$ cat config.mk
export PLATFORM = sky130hd
export DESIGN_NAME = cmps_sequencer
export DESIGN_NICKNAME = d
export VERILOG_FILES = /design/src/cmps_pkg.sv /design/src/cmps_persist.sv /design/src/cmps_sequencer.sv
export SDC_FILE = /design/constraint.sdc
export NUM_CORES = 1
export LEC_CHECK = 0
export ABC_CLOCK_PERIOD_IN_PS = 3100
export BUFFER_PORTS_ARGS = -buffer_cell sky130_fd_sc_hd__buf_2
export CORE_MARGIN = 2
export CORE_UTILIZATION = 63
export CTS_CLUSTER_DIAMETER = 100
export DETAILED_ROUTE_END_ITERATION = 10
export PLACE_DENSITY = 0.81
export SLEW_MARGIN = 40
export SYNTH_ARGS = -nofsm -noshare
export SYNTH_HDL_FRONTEND = slang
export SYNTH_SLANG_ARGS = --single-unit
$ cat constraint.sdc
create_clock -name clk -period 3.1 [get_ports clk]
set_input_delay 0.62 -clock clk [delete_from_list [all_inputs] [get_ports clk]]
set_output_delay 0.62 -clock clk [all_outputs]
set_load 0.005 [all_outputs]
$ cat src/cmps_pkg.sv
// Shared constants and types for the current-mode PWM sequencer.
// Assumes one 125 MHz clock; all cycle counts below derive from it.
package cmps_pkg;

    // Clock
    localparam int CLK_MHZ = 125;
    localparam int CLK_HZ = CLK_MHZ * 1000000;

    // Switching oscillator
    localparam int SW_FREQ_HZ = 100000;
    localparam int PERIOD_CYC = CLK_HZ / SW_FREQ_HZ;
    localparam int CW = 11;
    localparam int DMAX_NUM = 3;
    localparam int DMAX_DEN = 4;

    // Frequency jitter: deviation either side and full modulation period
    localparam int JIT_HZ = 4000;
    localparam int JIT_PERIOD_MS = 4;
    localparam int JIT_DEV_CYC = PERIOD_CYC * JIT_HZ / SW_FREQ_HZ;
    localparam int JIT_PERIOD_CYC = JIT_PERIOD_MS * (CLK_HZ / 1000);
    localparam int JIT_TICK_CYC = JIT_PERIOD_CYC / (4 * JIT_DEV_CYC);
    localparam int JW = 7;

    // Soft start
    localparam int SS_STEPS = 32;
    localparam int SS_STEP_US = 600;
    localparam int SS_STEP_CYC = SS_STEP_US * CLK_MHZ;
    localparam int SS_DONE_MS = 20;
    localparam int SS_DONE_CYC = SS_DONE_MS * (CLK_HZ / 1000);

    // Blanking and filters (least times, rounded up)
    localparam int LEB_NS = 220;
    localparam int LEB_CYC = (LEB_NS * CLK_MHZ + 999) / 1000;
    localparam int SWF_NS = 190;
    localparam int SWF_CYC = (SWF_NS * CLK_MHZ + 999) / 1000;
    localparam int BLANK_MS = 20;
    localparam int BLANK_CYC = BLANK_MS * (CLK_HZ / 1000);
    localparam int SPIKE_NS = 8000;
    localparam int SPIKE_CYC = (SPIKE_NS * CLK_MHZ + 999) / 1000;

    // Input bit positions inside the synchroniser vector
    localparam int IN_VON = 0;
    localparam int IN_VOFF = 1;
    localparam int IN_FB = 2;
    localparam int IN_SS = 3;
    localparam int IN_CL = 4;
    localparam int IN_BL = 5;
    localparam int IN_SW = 6;
    localparam int IN_FBLO = 7;
    localparam int IN_FBHI = 8;
    localparam int IN_OVL = 9;
    localparam int IN_EXT = 10;
    localparam int IN_CHG = 11;
    localparam int NIN = 12;

    typedef enum logic [5:0] {
        CMPS_OFF = 6'h01,
        CMPS_SOFT = 6'h02,
        CMPS_RUN = 6'h04,
        CMPS_BURST = 6'h08,
        CMPS_RESTART = 6'h10,
        CMPS_LATCHED = 6'h20
    } cmps_state_t;

endpackage

$ cat src/cmps_persist.sv
// Persistence timer: output rises once the input has been high for CYC
// consecutive enabled cycles, and falls the cycle after the input drops.
// Assumes the input is already synchronous to clk.
module cmps_persist #(
    parameter int CYC = 24
) (
    input wire logic clk,
    input wire logic reset,
    input wire logic clk_en,
    input wire logic level,
    output logic held
);
    localparam int W = $clog2(CYC + 1);

    typedef struct packed {
        logic [W-1:0] cnt;
        logic held;
    } cmps_persist_t;

    cmps_persist_t s_q;
    cmps_persist_t s_d;

    always_comb begin
        s_d = s_q;
        if (!level) begin
            s_d.cnt = '0;
        end else if (s_q.cnt != W'(CYC)) begin
            s_d.cnt = s_q.cnt + W'(1);
        end
        s_d.held = (s_d.cnt == W'(CYC));
    end

    always_ff @(posedge clk) begin
        if (reset) begin
            s_q <= '0;
        end else if (clk_en) begin
            s_q <= s_d;
        end
    end

    assign held = s_q.held;
endmodule // cmps_persist

$ cat src/cmps_sequencer.sv
// Timing and sequencing core of a current-mode switching controller.
// Assumes comparator and supply levels arrive asynchronously from the
// analog front end; gate_drive feeds the power switch driver.
module cmps_sequencer #(
    parameter int SS_STEP_CYC = cmps_pkg::SS_STEP_CYC,
    parameter int SS_DONE_CYC = cmps_pkg::SS_DONE_CYC,
    parameter int BLANK_CYC = cmps_pkg::BLANK_CYC
) (
    input wire logic clk,
    input wire logic reset,
    input wire logic clk_en,
    input wire logic supply_above_on,
    input wire logic supply_above_off,
    input wire logic feedback_compare,
    input wire logic softstart_compare,
    input wire logic current_limit_compare,
    input wire logic burst_current_limit_compare,
    input wire logic short_winding_compare,
    input wire logic feedback_low,
    input wire logic feedback_high,
    input wire logic overload_detect,
    input wire logic blanking_extend_pin,
    input wire logic blanking_charged,
    output logic gate_drive,
    output logic [4:0] softstart_level,
    output logic softstart_sink_on,
    output logic burst_limit_gate,
    output logic auto_restart,
    output logic latched_off,
    output logic blank_charge_enable
);
    localparam int NIN = cmps_pkg::NIN;
    localparam int CW = cmps_pkg::CW;
    localparam int JW = cmps_pkg::JW;
    localparam int SDW = $clog2(SS_STEP_CYC);
    localparam int STW = $clog2(SS_DONE_CYC);
    localparam int TKW = $clog2(cmps_pkg::JIT_TICK_CYC);
    localparam logic [CW-1:0] PER_BASE =
        CW'(cmps_pkg::PERIOD_CYC - cmps_pkg::JIT_DEV_CYC);
    localparam logic [JW-1:0] JIT_MID = JW'(cmps_pkg::JIT_DEV_CYC);
    localparam logic [JW-1:0] JIT_TOP = JW'(2 * cmps_pkg::JIT_DEV_CYC);
    localparam logic [5:0] LEB_LOAD = 6'(cmps_pkg::LEB_CYC);
    localparam logic [4:0] SS_LAST = 5'(cmps_pkg::SS_STEPS - 1);

    typedef struct packed {
        logic [NIN-1:0] sync1;
        logic [NIN-1:0] sync2;
        cmps_pkg::cmps_state_t st;
        logic [CW-1:0] cyc;
        logic [CW-1:0] period;
        logic [CW-1:0] on_max;
        logic [JW-1:0] jit;
        logic jit_up;
        logic [TKW-1:0] jit_div;
        logic [SDW-1:0] ss_div;
        logic [STW-1:0] ss_time;
        logic [4:0] ss_level;
        logic ss_sink;
        logic [5:0] leb;
        logic gate;
        logic bk_en;
    } cmps_seq_t;

    cmps_seq_t s_q;
    cmps_seq_t s_d;

    // Switching states in which the gate may be driven
    function automatic logic is_on(input cmps_pkg::cmps_state_t st);
        return (st == cmps_pkg::CMPS_SOFT) || (st == cmps_pkg::CMPS_RUN) ||
            (st == cmps_pkg::CMPS_BURST);
    endfunction

    logic von;
    logic voff;
    logic fb_s;
    logic ss_s;
    logic cl_s;
    logic bl_s;
    logic fb_lo;
    logic fb_hi;
    logic ext_cap;
    logic in_run;
    logic in_soft;
    logic in_burst;
    logic burst_held;
    logic ovl_held;
    logic spike_held;
    logic sw_held;
    logic run_ok;
    logic cyc_end;
    logic duty_end;
    logic set_ev;
    logic blank;
    logic cmp_rst;
    logic restart_go;
    logic hard_off;
    logic rst_ev;
    logic ss_tick;
    logic ss_done;
    logic [CW-1:0] per_next;
    logic [CW+1:0] on_calc;

    assign von = s_q.sync2[cmps_pkg::IN_VON];
    assign voff = s_q.sync2[cmps_pkg::IN_VOFF];
    assign fb_s = s_q.sync2[cmps_pkg::IN_FB];
    assign ss_s = s_q.sync2[cmps_pkg::IN_SS];
    assign cl_s = s_q.sync2[cmps_pkg::IN_CL];
    assign bl_s = s_q.sync2[cmps_pkg::IN_BL];
    assign fb_lo = s_q.sync2[cmps_pkg::IN_FBLO];
    assign fb_hi = s_q.sync2[cmps_pkg::IN_FBHI];
    assign ext_cap = s_q.sync2[cmps_pkg::IN_EXT];
    assign in_run = (s_q.st == cmps_pkg::CMPS_RUN);
    assign in_soft = (s_q.st == cmps_pkg::CMPS_SOFT);
    assign in_burst = (s_q.st == cmps_pkg::CMPS_BURST);

    // Burst entry: feedback low for the whole interval, never in soft start
    cmps_persist #(.CYC(BLANK_CYC)) u_burst_blank (
        .clk(clk),
        .reset(reset),
        .clk_en(clk_en),
        .level(fb_lo && in_run),
        .held(burst_held)
    );

    // Overload must persist through the internal blanking time
    cmps_persist #(.CYC(BLANK_CYC)) u_ovl_blank (
        .clk(clk),
        .reset(reset),
        .clk_en(clk_en),
        .level(s_q.sync2[cmps_pkg::IN_OVL] && in_run),
        .held(ovl_held)
    );

    // Spike blanking after the external capacitor reaches its threshold
    cmps_persist #(.CYC(cmps_pkg::SPIKE_CYC)) u_ext_spike (
        .clk(clk),
        .reset(reset),
        .clk_en(clk_en),
        .level(s_q.sync2[cmps_pkg::IN_CHG] && ovl_held && ext_cap),
        .held(spike_held)
    );

    // Short-winding detect filter
    cmps_persist #(.CYC(cmps_pkg::SWF_CYC)) u_sw_filter (
        .clk(clk),
        .reset(reset),
        .clk_en(clk_en),
        .level(s_q.sync2[cmps_pkg::IN_SW] && is_on(s_q.st)),
        .held(sw_held)
    );

    always_comb begin
        s_d = s_q;
        s_d.sync1 = {blanking_charged, blanking_extend_pin, overload_detect,
            feedback_high, feedback_low, short_winding_compare,
            burst_current_limit_compare, current_limit_compare,
            softstart_compare, feedback_compare, supply_above_off,
            supply_above_on};
        s_d.sync2 = s_q.sync1;

        run_ok = is_on(s_q.st) && voff;
        // Extended blanking only on the restart path
        restart_go = in_run && ovl_held && (ext_cap ? spike_held : 1'b1);
        hard_off = !run_ok || sw_held || restart_go;

        // Oscillator: free running, next period picked at each cycle start
        cyc_end = (s_q.cyc == s_q.period - CW'(1));
        duty_end = (s_q.cyc == s_q.on_max - CW'(1));
        set_ev = cyc_end && run_ok;
        blank = (s_q.leb != 6'h00) || set_ev;
        cmp_rst = !blank && (fb_s || cl_s || (in_soft && ss_s) ||
            (in_burst && bl_s));
        rst_ev = hard_off || duty_end || cmp_rst;
        // Reset dominates set
        s_d.gate = (s_q.gate || set_ev) && !rst_ev;
        if (set_ev) begin
            s_d.leb = LEB_LOAD;
        end else if (s_q.leb != 6'h00) begin
            s_d.leb = s_q.leb - 6'h01;
        end

        per_next = PER_BASE + CW'(s_q.jit);
        on_calc = ((CW + 2)'(per_next) * (CW + 2)'(cmps_pkg::DMAX_NUM)) /
            (CW + 2)'(cmps_pkg::DMAX_DEN);
        if (cyc_end) begin
            s_d.cyc = '0;
            s_d.period = per_next;
            s_d.on_max = on_calc[CW-1:0];
        end else begin
            s_d.cyc = s_q.cyc + CW'(1);
        end

        // Triangle jitter only once normal operation is reached
        if (!(in_run || in_burst)) begin
            s_d.jit = JIT_MID;
            s_d.jit_up = 1'b1;
            s_d.jit_div = '0;
        end else if (s_q.jit_div == TKW'(cmps_pkg::JIT_TICK_CYC - 1)) begin
            s_d.jit_div = '0;
            if (s_q.jit_up) begin
                if (s_q.jit == JIT_TOP) begin
                    s_d.jit_up = 1'b0;
                    s_d.jit = s_q.jit - JW'(1);
                end else begin
                    s_d.jit = s_q.jit + JW'(1);
                end
            end else begin
                if (s_q.jit == '0) begin
                    s_d.jit_up = 1'b1;
                    s_d.jit = s_q.jit + JW'(1);
                end else begin
                    s_d.jit = s_q.jit - JW'(1);
                end
            end
        end else begin
            s_d.jit_div = s_q.jit_div + TKW'(1);
        end

        // Soft-start timebase
        ss_tick = (s_q.ss_div == SDW'(SS_STEP_CYC - 1));
        ss_done = (s_q.ss_time == STW'(SS_DONE_CYC - 1));
        if (in_soft) begin
            s_d.ss_time = s_q.ss_time + STW'(1);
            s_d.ss_div = ss_tick ? '0 : s_q.ss_div + SDW'(1);
            if (ss_tick && (s_q.ss_level != SS_LAST)) begin
                s_d.ss_level = s_q.ss_level + 5'h01;
            end
        end

        s_d.bk_en = in_run && ovl_held && ext_cap;

        case (s_q.st)
            cmps_pkg::CMPS_OFF: begin
                s_d.ss_div = '0;
                s_d.ss_time = '0;
                s_d.ss_level = 5'h00;
                s_d.ss_sink = 1'b0;
                if (von) begin
                    s_d.st = cmps_pkg::CMPS_SOFT;
                    s_d.ss_sink = 1'b1;
                end
            end
            cmps_pkg::CMPS_SOFT: begin
                if (ss_done) begin
                    s_d.st = cmps_pkg::CMPS_RUN;
                    s_d.ss_sink = 1'b0;
                end
            end
            cmps_pkg::CMPS_RUN: begin
                if (restart_go) begin
                    s_d.st = cmps_pkg::CMPS_RESTART;
                end else if (burst_held) begin
                    s_d.st = cmps_pkg::CMPS_BURST;
                end
            end
            cmps_pkg::CMPS_BURST: begin
                if (fb_hi) begin
                    s_d.st = cmps_pkg::CMPS_RUN;
                end
            end
            cmps_pkg::CMPS_RESTART: begin
                s_d.st = cmps_pkg::CMPS_RESTART;
            end
            cmps_pkg::CMPS_LATCHED: begin
                s_d.st = cmps_pkg::CMPS_LATCHED;
            end
            default: begin
                s_d.st = cmps_pkg::CMPS_OFF;
            end
        endcase
        // Supply collapse ends restart too, so the next start is soft
        if (s_q.st != cmps_pkg::CMPS_LATCHED && s_q.st != cmps_pkg::CMPS_OFF &&
            !voff) begin
            s_d.st = cmps_pkg::CMPS_OFF;
            s_d.ss_sink = 1'b0;
        end
        if (is_on(s_q.st) && sw_held) begin
            s_d.st = cmps_pkg::CMPS_LATCHED;
            s_d.ss_sink = 1'b0;
        end
    end

    always_ff @(posedge clk) begin
        if (reset) begin
            s_q <= '0;
            s_q.st <= cmps_pkg::CMPS_OFF;
            s_q.period <= CW'(cmps_pkg::PERIOD_CYC);
            s_q.on_max <= CW'(cmps_pkg::PERIOD_CYC * cmps_pkg::DMAX_NUM /
                cmps_pkg::DMAX_DEN);
            s_q.jit <= JIT_MID;
            s_q.jit_up <= 1'b1;
        end else if (clk_en) begin
            s_q <= s_d;
        end
    end

    assign gate_drive = s_q.gate;
    assign softstart_level = s_q.ss_level;
    assign softstart_sink_on = s_q.ss_sink;
    assign burst_limit_gate = s_q.st[3];
    assign auto_restart = s_q.st[4];
    assign latched_off = s_q.st[5];
    assign blank_charge_enable = s_q.bk_en;
endmodule // cmps_sequencer

Yosys cells after proc, flatten, opt, wreduce, memory -nomap -nowiden --
Index checks and enable logic that the tools add are counted. Widths: inputs -> output; s select.
Word-level totals: flip-flop bits (word level) 199, latch bits 0, bits in writable memories 0, ROM bits 0, input bits 15, memories kept 0
Cells by class: add/sub/neg operators 15, multiply operators 1, divide/modulo/power cells 0, order comparisons 0, equal/unequal tests 28, shift operators 0, muxes and demuxes 37, bitwise gates (word level) 0, reduce and logical (&&, ||, !) cells 47
Operators by type and width (number):
- $mux 22 | 4
- $mux 44 | 2
- $add 22x1->22 const B | 3
- $eq 22x22->1 const B | 3
- $mux 6 | 9
- $ne 22x22->1 const B | 2
- $pmux 6 s6 | 1
- $eq 11x11->1 | 2
- $sub 11x1->11 const B | 2
- $mux 10 | 2
- $mux 20 | 1
- $logic_and 1x1->1 | 18
- $add 17x1->17 const B | 1
- $eq 17x17->1 const B | 1
- $mux 17 | 1
- $mux 8 | 2
- $mux 5 | 3
- $mux 7 | 2
- $mul 11x2->13 const B | 1
- $add 12x1->12 const B | 1
- $eq 12x12->1 const B | 1
- $logic_or 1x1->1 | 12
- $mux 12 | 1
- $add 11x1->11 const B | 1
- other kinds (35) | 52

Logic depth before layout (Yosys ltp) --
depth after elaboration 11, depth in mapped cells 12, mapped depth without buffers 10

By module --
Synthesis repeated with hierarchy kept, for this count alone.
Unflattened totals: cell total of the unflattened synthesis 1503, area, all modules 11836.4 um^2
By module, submodules not included:
- cmps_sequencer | times used 1, cells each 899, area each 7514.7 um^2
- cmps_persist at u_burst_blank ... | times used 2, cells each 224, area each 1581.5 um^2
- cmps_persist at u_ext_spike | times used 1, cells each 114, area each 810.8 um^2
- cmps_persist at u_sw_filter | times used 1, cells each 42, area each 347.8 um^2

Worst setup path after synthesis --
OpenSTA, ideal clock, no wires.
path kind reg-to-reg, start point reg s_q[84] in the netlist's numbering, end point reg s_q[3] in the netlist's numbering, arrival 2.518 ns, required time 2.983 ns, path slack 0.464 ns, cell stages (with the launch flop) 10, buffers on the path 1, period minus slack after synthesis 2.636 ns, path through dfxtp_1 inv_1 ha_1 or4b_1 buf_2 a211o_1 a22oi_2 o31ai_2 or4_4 a32o_1
On the way: cells in the longest elaborated chain, start to end 5, elaborated cells on any way between the ends 6, those cells by class 1 x add/sub; 1 x eq/ne; 1 x mux; 3 x reduce/logical
RTL lines:
- start, declared | RTL line cmps_sequencer.sv:64 | cmps_seq_t s_q;
- $sub 11x1->11 (*) | RTL line cmps_sequencer.sv:167 | cyc_end = (s_q.cyc == s_q.period - CW'(1));
- $eq 11x11->1 (*) | RTL line cmps_sequencer.sv:167
- $logic_and 1x1->1 (*) | RTL line cmps_sequencer.sv:169 | set_ev = cyc_end && run_ok;
- $reduce_bool 2->1 (no line)
- $reduce_and 2->1 (no line)
Every way passes the cells marked *; elsewhere a longest branch is shown, timed or not. A chain may end at the register's enable or synchronous reset.

Final worst setup path --
start point reg s_q[84] in the netlist's numbering, end point reg s_q[81] in the netlist's numbering
On the way: cells in the longest elaborated chain, start to end 3
RTL lines (RTL line):
- $sub 11x1->11 | cmps_sequencer.sv:167
- $eq 11x11->1 | cmps_sequencer.sv:167
- $reduce_and 2->1 (no line)
Every way passes these cells.

==> results.sh <==
export IMPL_outcome="completed"
export IMPL_placementRows=49
export IMPL_p_sw_mw=1.63
export IMPL_slew_viol_final=0
export IMPL_hold_worst_slack_ns=0.401
export IMPL_synth_edf_count=0
export IMPL_grt_usage=0.272
export IMPL_avgSynthCellArea_um2=7.86
export IMPL_yosysSeqAreaShare=0.347
export IMPL_ys_warn_count=0
export IMPL_routedWlPerCell_um=15.6
export IMPL_fillers=1418
export IMPL_ios=26
export IMPL_cts_sinks=197
export IMPL_num_vias=10300
export IMPL_async_flop_share=0
export IMPL_fp_coreArea_mm2=0.0178
export IMPL_clock_path_buffers=2
export IMPL_pwr_share_seq=0.481
export IMPL_cts_buffers=17
export IMPL_ant_nets=0
export IMPL_worst_ep_required_time_ns=3.43
export IMPL_dpl_hpwl_mm=17.3
export IMPL_rsz0062_at_grt="false"
export IMPL_die_area_mm2=0.0191
export IMPL_p_per_area_mw_per_mm2=457
export IMPL_clock_skew_ns=0.0117
export IMPL_antenna_found_initial=0
export IMPL_grt_pass1_wl_mm=44.6
export IMPL_ff2ff_setup_slack_ns=0.17
export IMPL_hp_class="in -> reg"
export IMPL_tightestPinTransition_ns=0.800
export IMPL_antennaDiodeCount=0
export IMPL_slew_headroom=0.463
export IMPL_grt_pass1_vias=9486
export IMPL_cts_hold_buf=0
export IMPL_p_leak_nw=4.39
export IMPL_instances_no_fill=1673
export IMPL_die_w_um=138
export IMPL_vdd_drop_max_mv=0.467
export IMPL_io_buffer_count=25
export IMPL_htree_levels=4
export IMPL_path_clk_slew_ns=0.08
export IMPL_synth_nets=1501
export IMPL_clk_latency_ns=0.45
export IMPL_fp_dieH_um=138
export IMPL_grt_max_degree=81
export IMPL_syn_area_mm2=0.0114
export IMPL_cap_violations=0
export IMPL_end_kind="register"
export IMPL_period_share=0.945
export IMPL_ys_flop_type="dfxtp_1"
export IMPL_drive_gt1_frac=0.0679
export IMPL_clockRootBuffer="clkbuf_16"
export IMPL_final_cell_mix="nor2_1 (207), dfxtp_1 (197), nand2_1 (135), a21oi_1 (98), o21ai_0 (66)"
export IMPL_period_needed_ns=2.93
export IMPL_dp_cells=1641
export IMPL_fmax_mhz=342
export IMPL_via_per_inst=6.14
export IMPL_pre_cts_slack_ns=0.242
export IMPL_cts_tree="done"
export IMPL_drt_initial_drc_count=799
export IMPL_worstPathMaxFanout=29
export IMPL_setup_violations=0
export IMPL_area_growth_synth_to_final_pct=7.54
export IMPL_p_clk_frac=0.410
export IMPL_start_util=0.637
export IMPL_worst_ep_arrival_time_ns=3.26
export IMPL_combPwrFrac=0.110
export IMPL_hold_viol_final=0
export IMPL_power_internal_mw=3.95
export IMPL_grt_overflow=0
export IMPL_drcViolationCount=0
export IMPL_gp_congestion=0.932
export IMPL_num_nets_final=1485
export IMPL_synth_distinct_cells=81
export IMPL_worst_slack_ns=0.172
export IMPL_switching_share=0.292
export IMPL_finalSetupTns_ns=0
export IMPL_ys_seq_elements=197
export IMPL_startpoint_type="register"
export IMPL_final_common_cell="nor2_1"
export IMPL_routed_wl_mm=26.1
export IMPL_critPathKind="reg -> reg"
export IMPL_first_pass_iters=5
export IMPL_synth_cells=1447
==> cell usage after synthesis (42+ instances only) <==
library cell / instances / share of area
o21ai_0: 66 / 0.029
a21oi_1: 98 / 0.043
clkbuf_1: 58 / 0.019
nor2_1: 207 / 0.068
xor2_1: 55 / 0.042
mux2i_1: 42 / 0.037
nand2_1: 135 / 0.045
nor3_1: 57 / 0.025
nand3_1: 57 / 0.025
inv_1: 50 / 0.017
xnor2_1: 60 / 0.046
dfxtp_1: 197 / 0.35
==> flip-flops by register name, summed over array words and instances (netlist names), 5 cells and up <==
signal and flops:
s_d 12, s_q 105, softstart_level 5, u_burst_blank.s_q 22
u_ext_spike.s_q 10, u_ovl_blank.s_q 22, u_sw_filter.s_q 5
==> cell type report <==
| class | count | area (µm²) | share of cell area |
|---|---|---|---|
| tap | 229 | 287 | 0.0234 |
| multi-input combinational | 1119 | 6870 | 0.562 |
| inverter | 51 | 191 | 0.0157 |
| clock inverter | 15 | 201 | 0.0165 |
| sequential | 197 | 3940 | 0.323 |
| timing repair buffer | 45 | 305 | 0.0250 |
| clock buffer | 17 | 425 | 0.0348 |
==> worst max-delay path: stages, from the launching register on <==
cell     delay (ns)
dfxtp_1        0.37
inv_1          0.10
ha_1           0.28
or4b_4         0.54
xor2_1         0.16
and4_1         0.22
o31ai_2        0.54
nor4_4         0.09
buf_12         0.20
a31oi_1        0.19
o21ai_0        0.12
==> what timing repair did <==
item | CTS | global route
endpoints found under the setup margin | 0 | 2
gates resized for setup | 0 | 2
buffers inserted | 0 | 0
==> layer usage <==
layer | GRT usage | vias up | share of wire
li1 | - | 5076 | -
met1 | 0.354 | 4834 | 0.45
met2 | 0.446 | 305 | 0.47
met3 | 0.0568 | 58 | 0.054
met4 | 0.102 | 0 | 0.024
met5 | 0 | - | 0
==> power groups by stage <==
stage / clock [mW] / combinational [mW] / sequential (mW)
after global routing: 2.42 / 0.690 / 2.69
after global placement: 0 / 0.592 / 2.74
final: 2.29 / 0.613 / 2.68
after detailed placement: 0 / 0.606 / 2.74
after floorplan: 0 / 0.487 / 2.71
after CTS: 2.32 / 0.612 / 2.68
==> through the flow <==
| step | utilization | power [mW] | instance area (µm²) |
|---|---|---|---|
| 2_1_floorplan | - | 3.20 | 11400 |
| 3_3_place_gp | 0.650 | 3.33 | 11600 |
| 3_5_place_dp | 0.650 | 3.35 | 11600 |
| 4_1_cts | 0.685 | 5.61 | 12200 |
| 5_1_grt | 0.685 | 5.80 | 12200 |
| 6_report | 0.685 | 5.58 | 12200 |
==> path summary, 6_finish.rpt <==
kind,startpoint,end,cells past startpoint
setup / recovery,s_q[84],s_q[81],10
hold / removal,supply_above_on,s_d[112],3
setup reg to reg,s_q[84],s_q[81],10
hold reg to reg,blank_charge_enable,blank_charge_enable,2
==> cell families (layout without fill, tap and decap cells) <==
kind of cell / Yosys count / after routing / share of synthesized area
simple gates: 653 / 653 / 0.287
compound gates: 268 / 268 / 0.146
flops: 197 / 197 / 0.347
buf+inv: 131 / 128 / 0.0495
xor+xnor: 115 / 115 / 0.0886
mux: 42 / 42 / 0.0370
fa+ha+maj: 41 / 41 / 0.0453
Power figures use the tool's default switching activity.
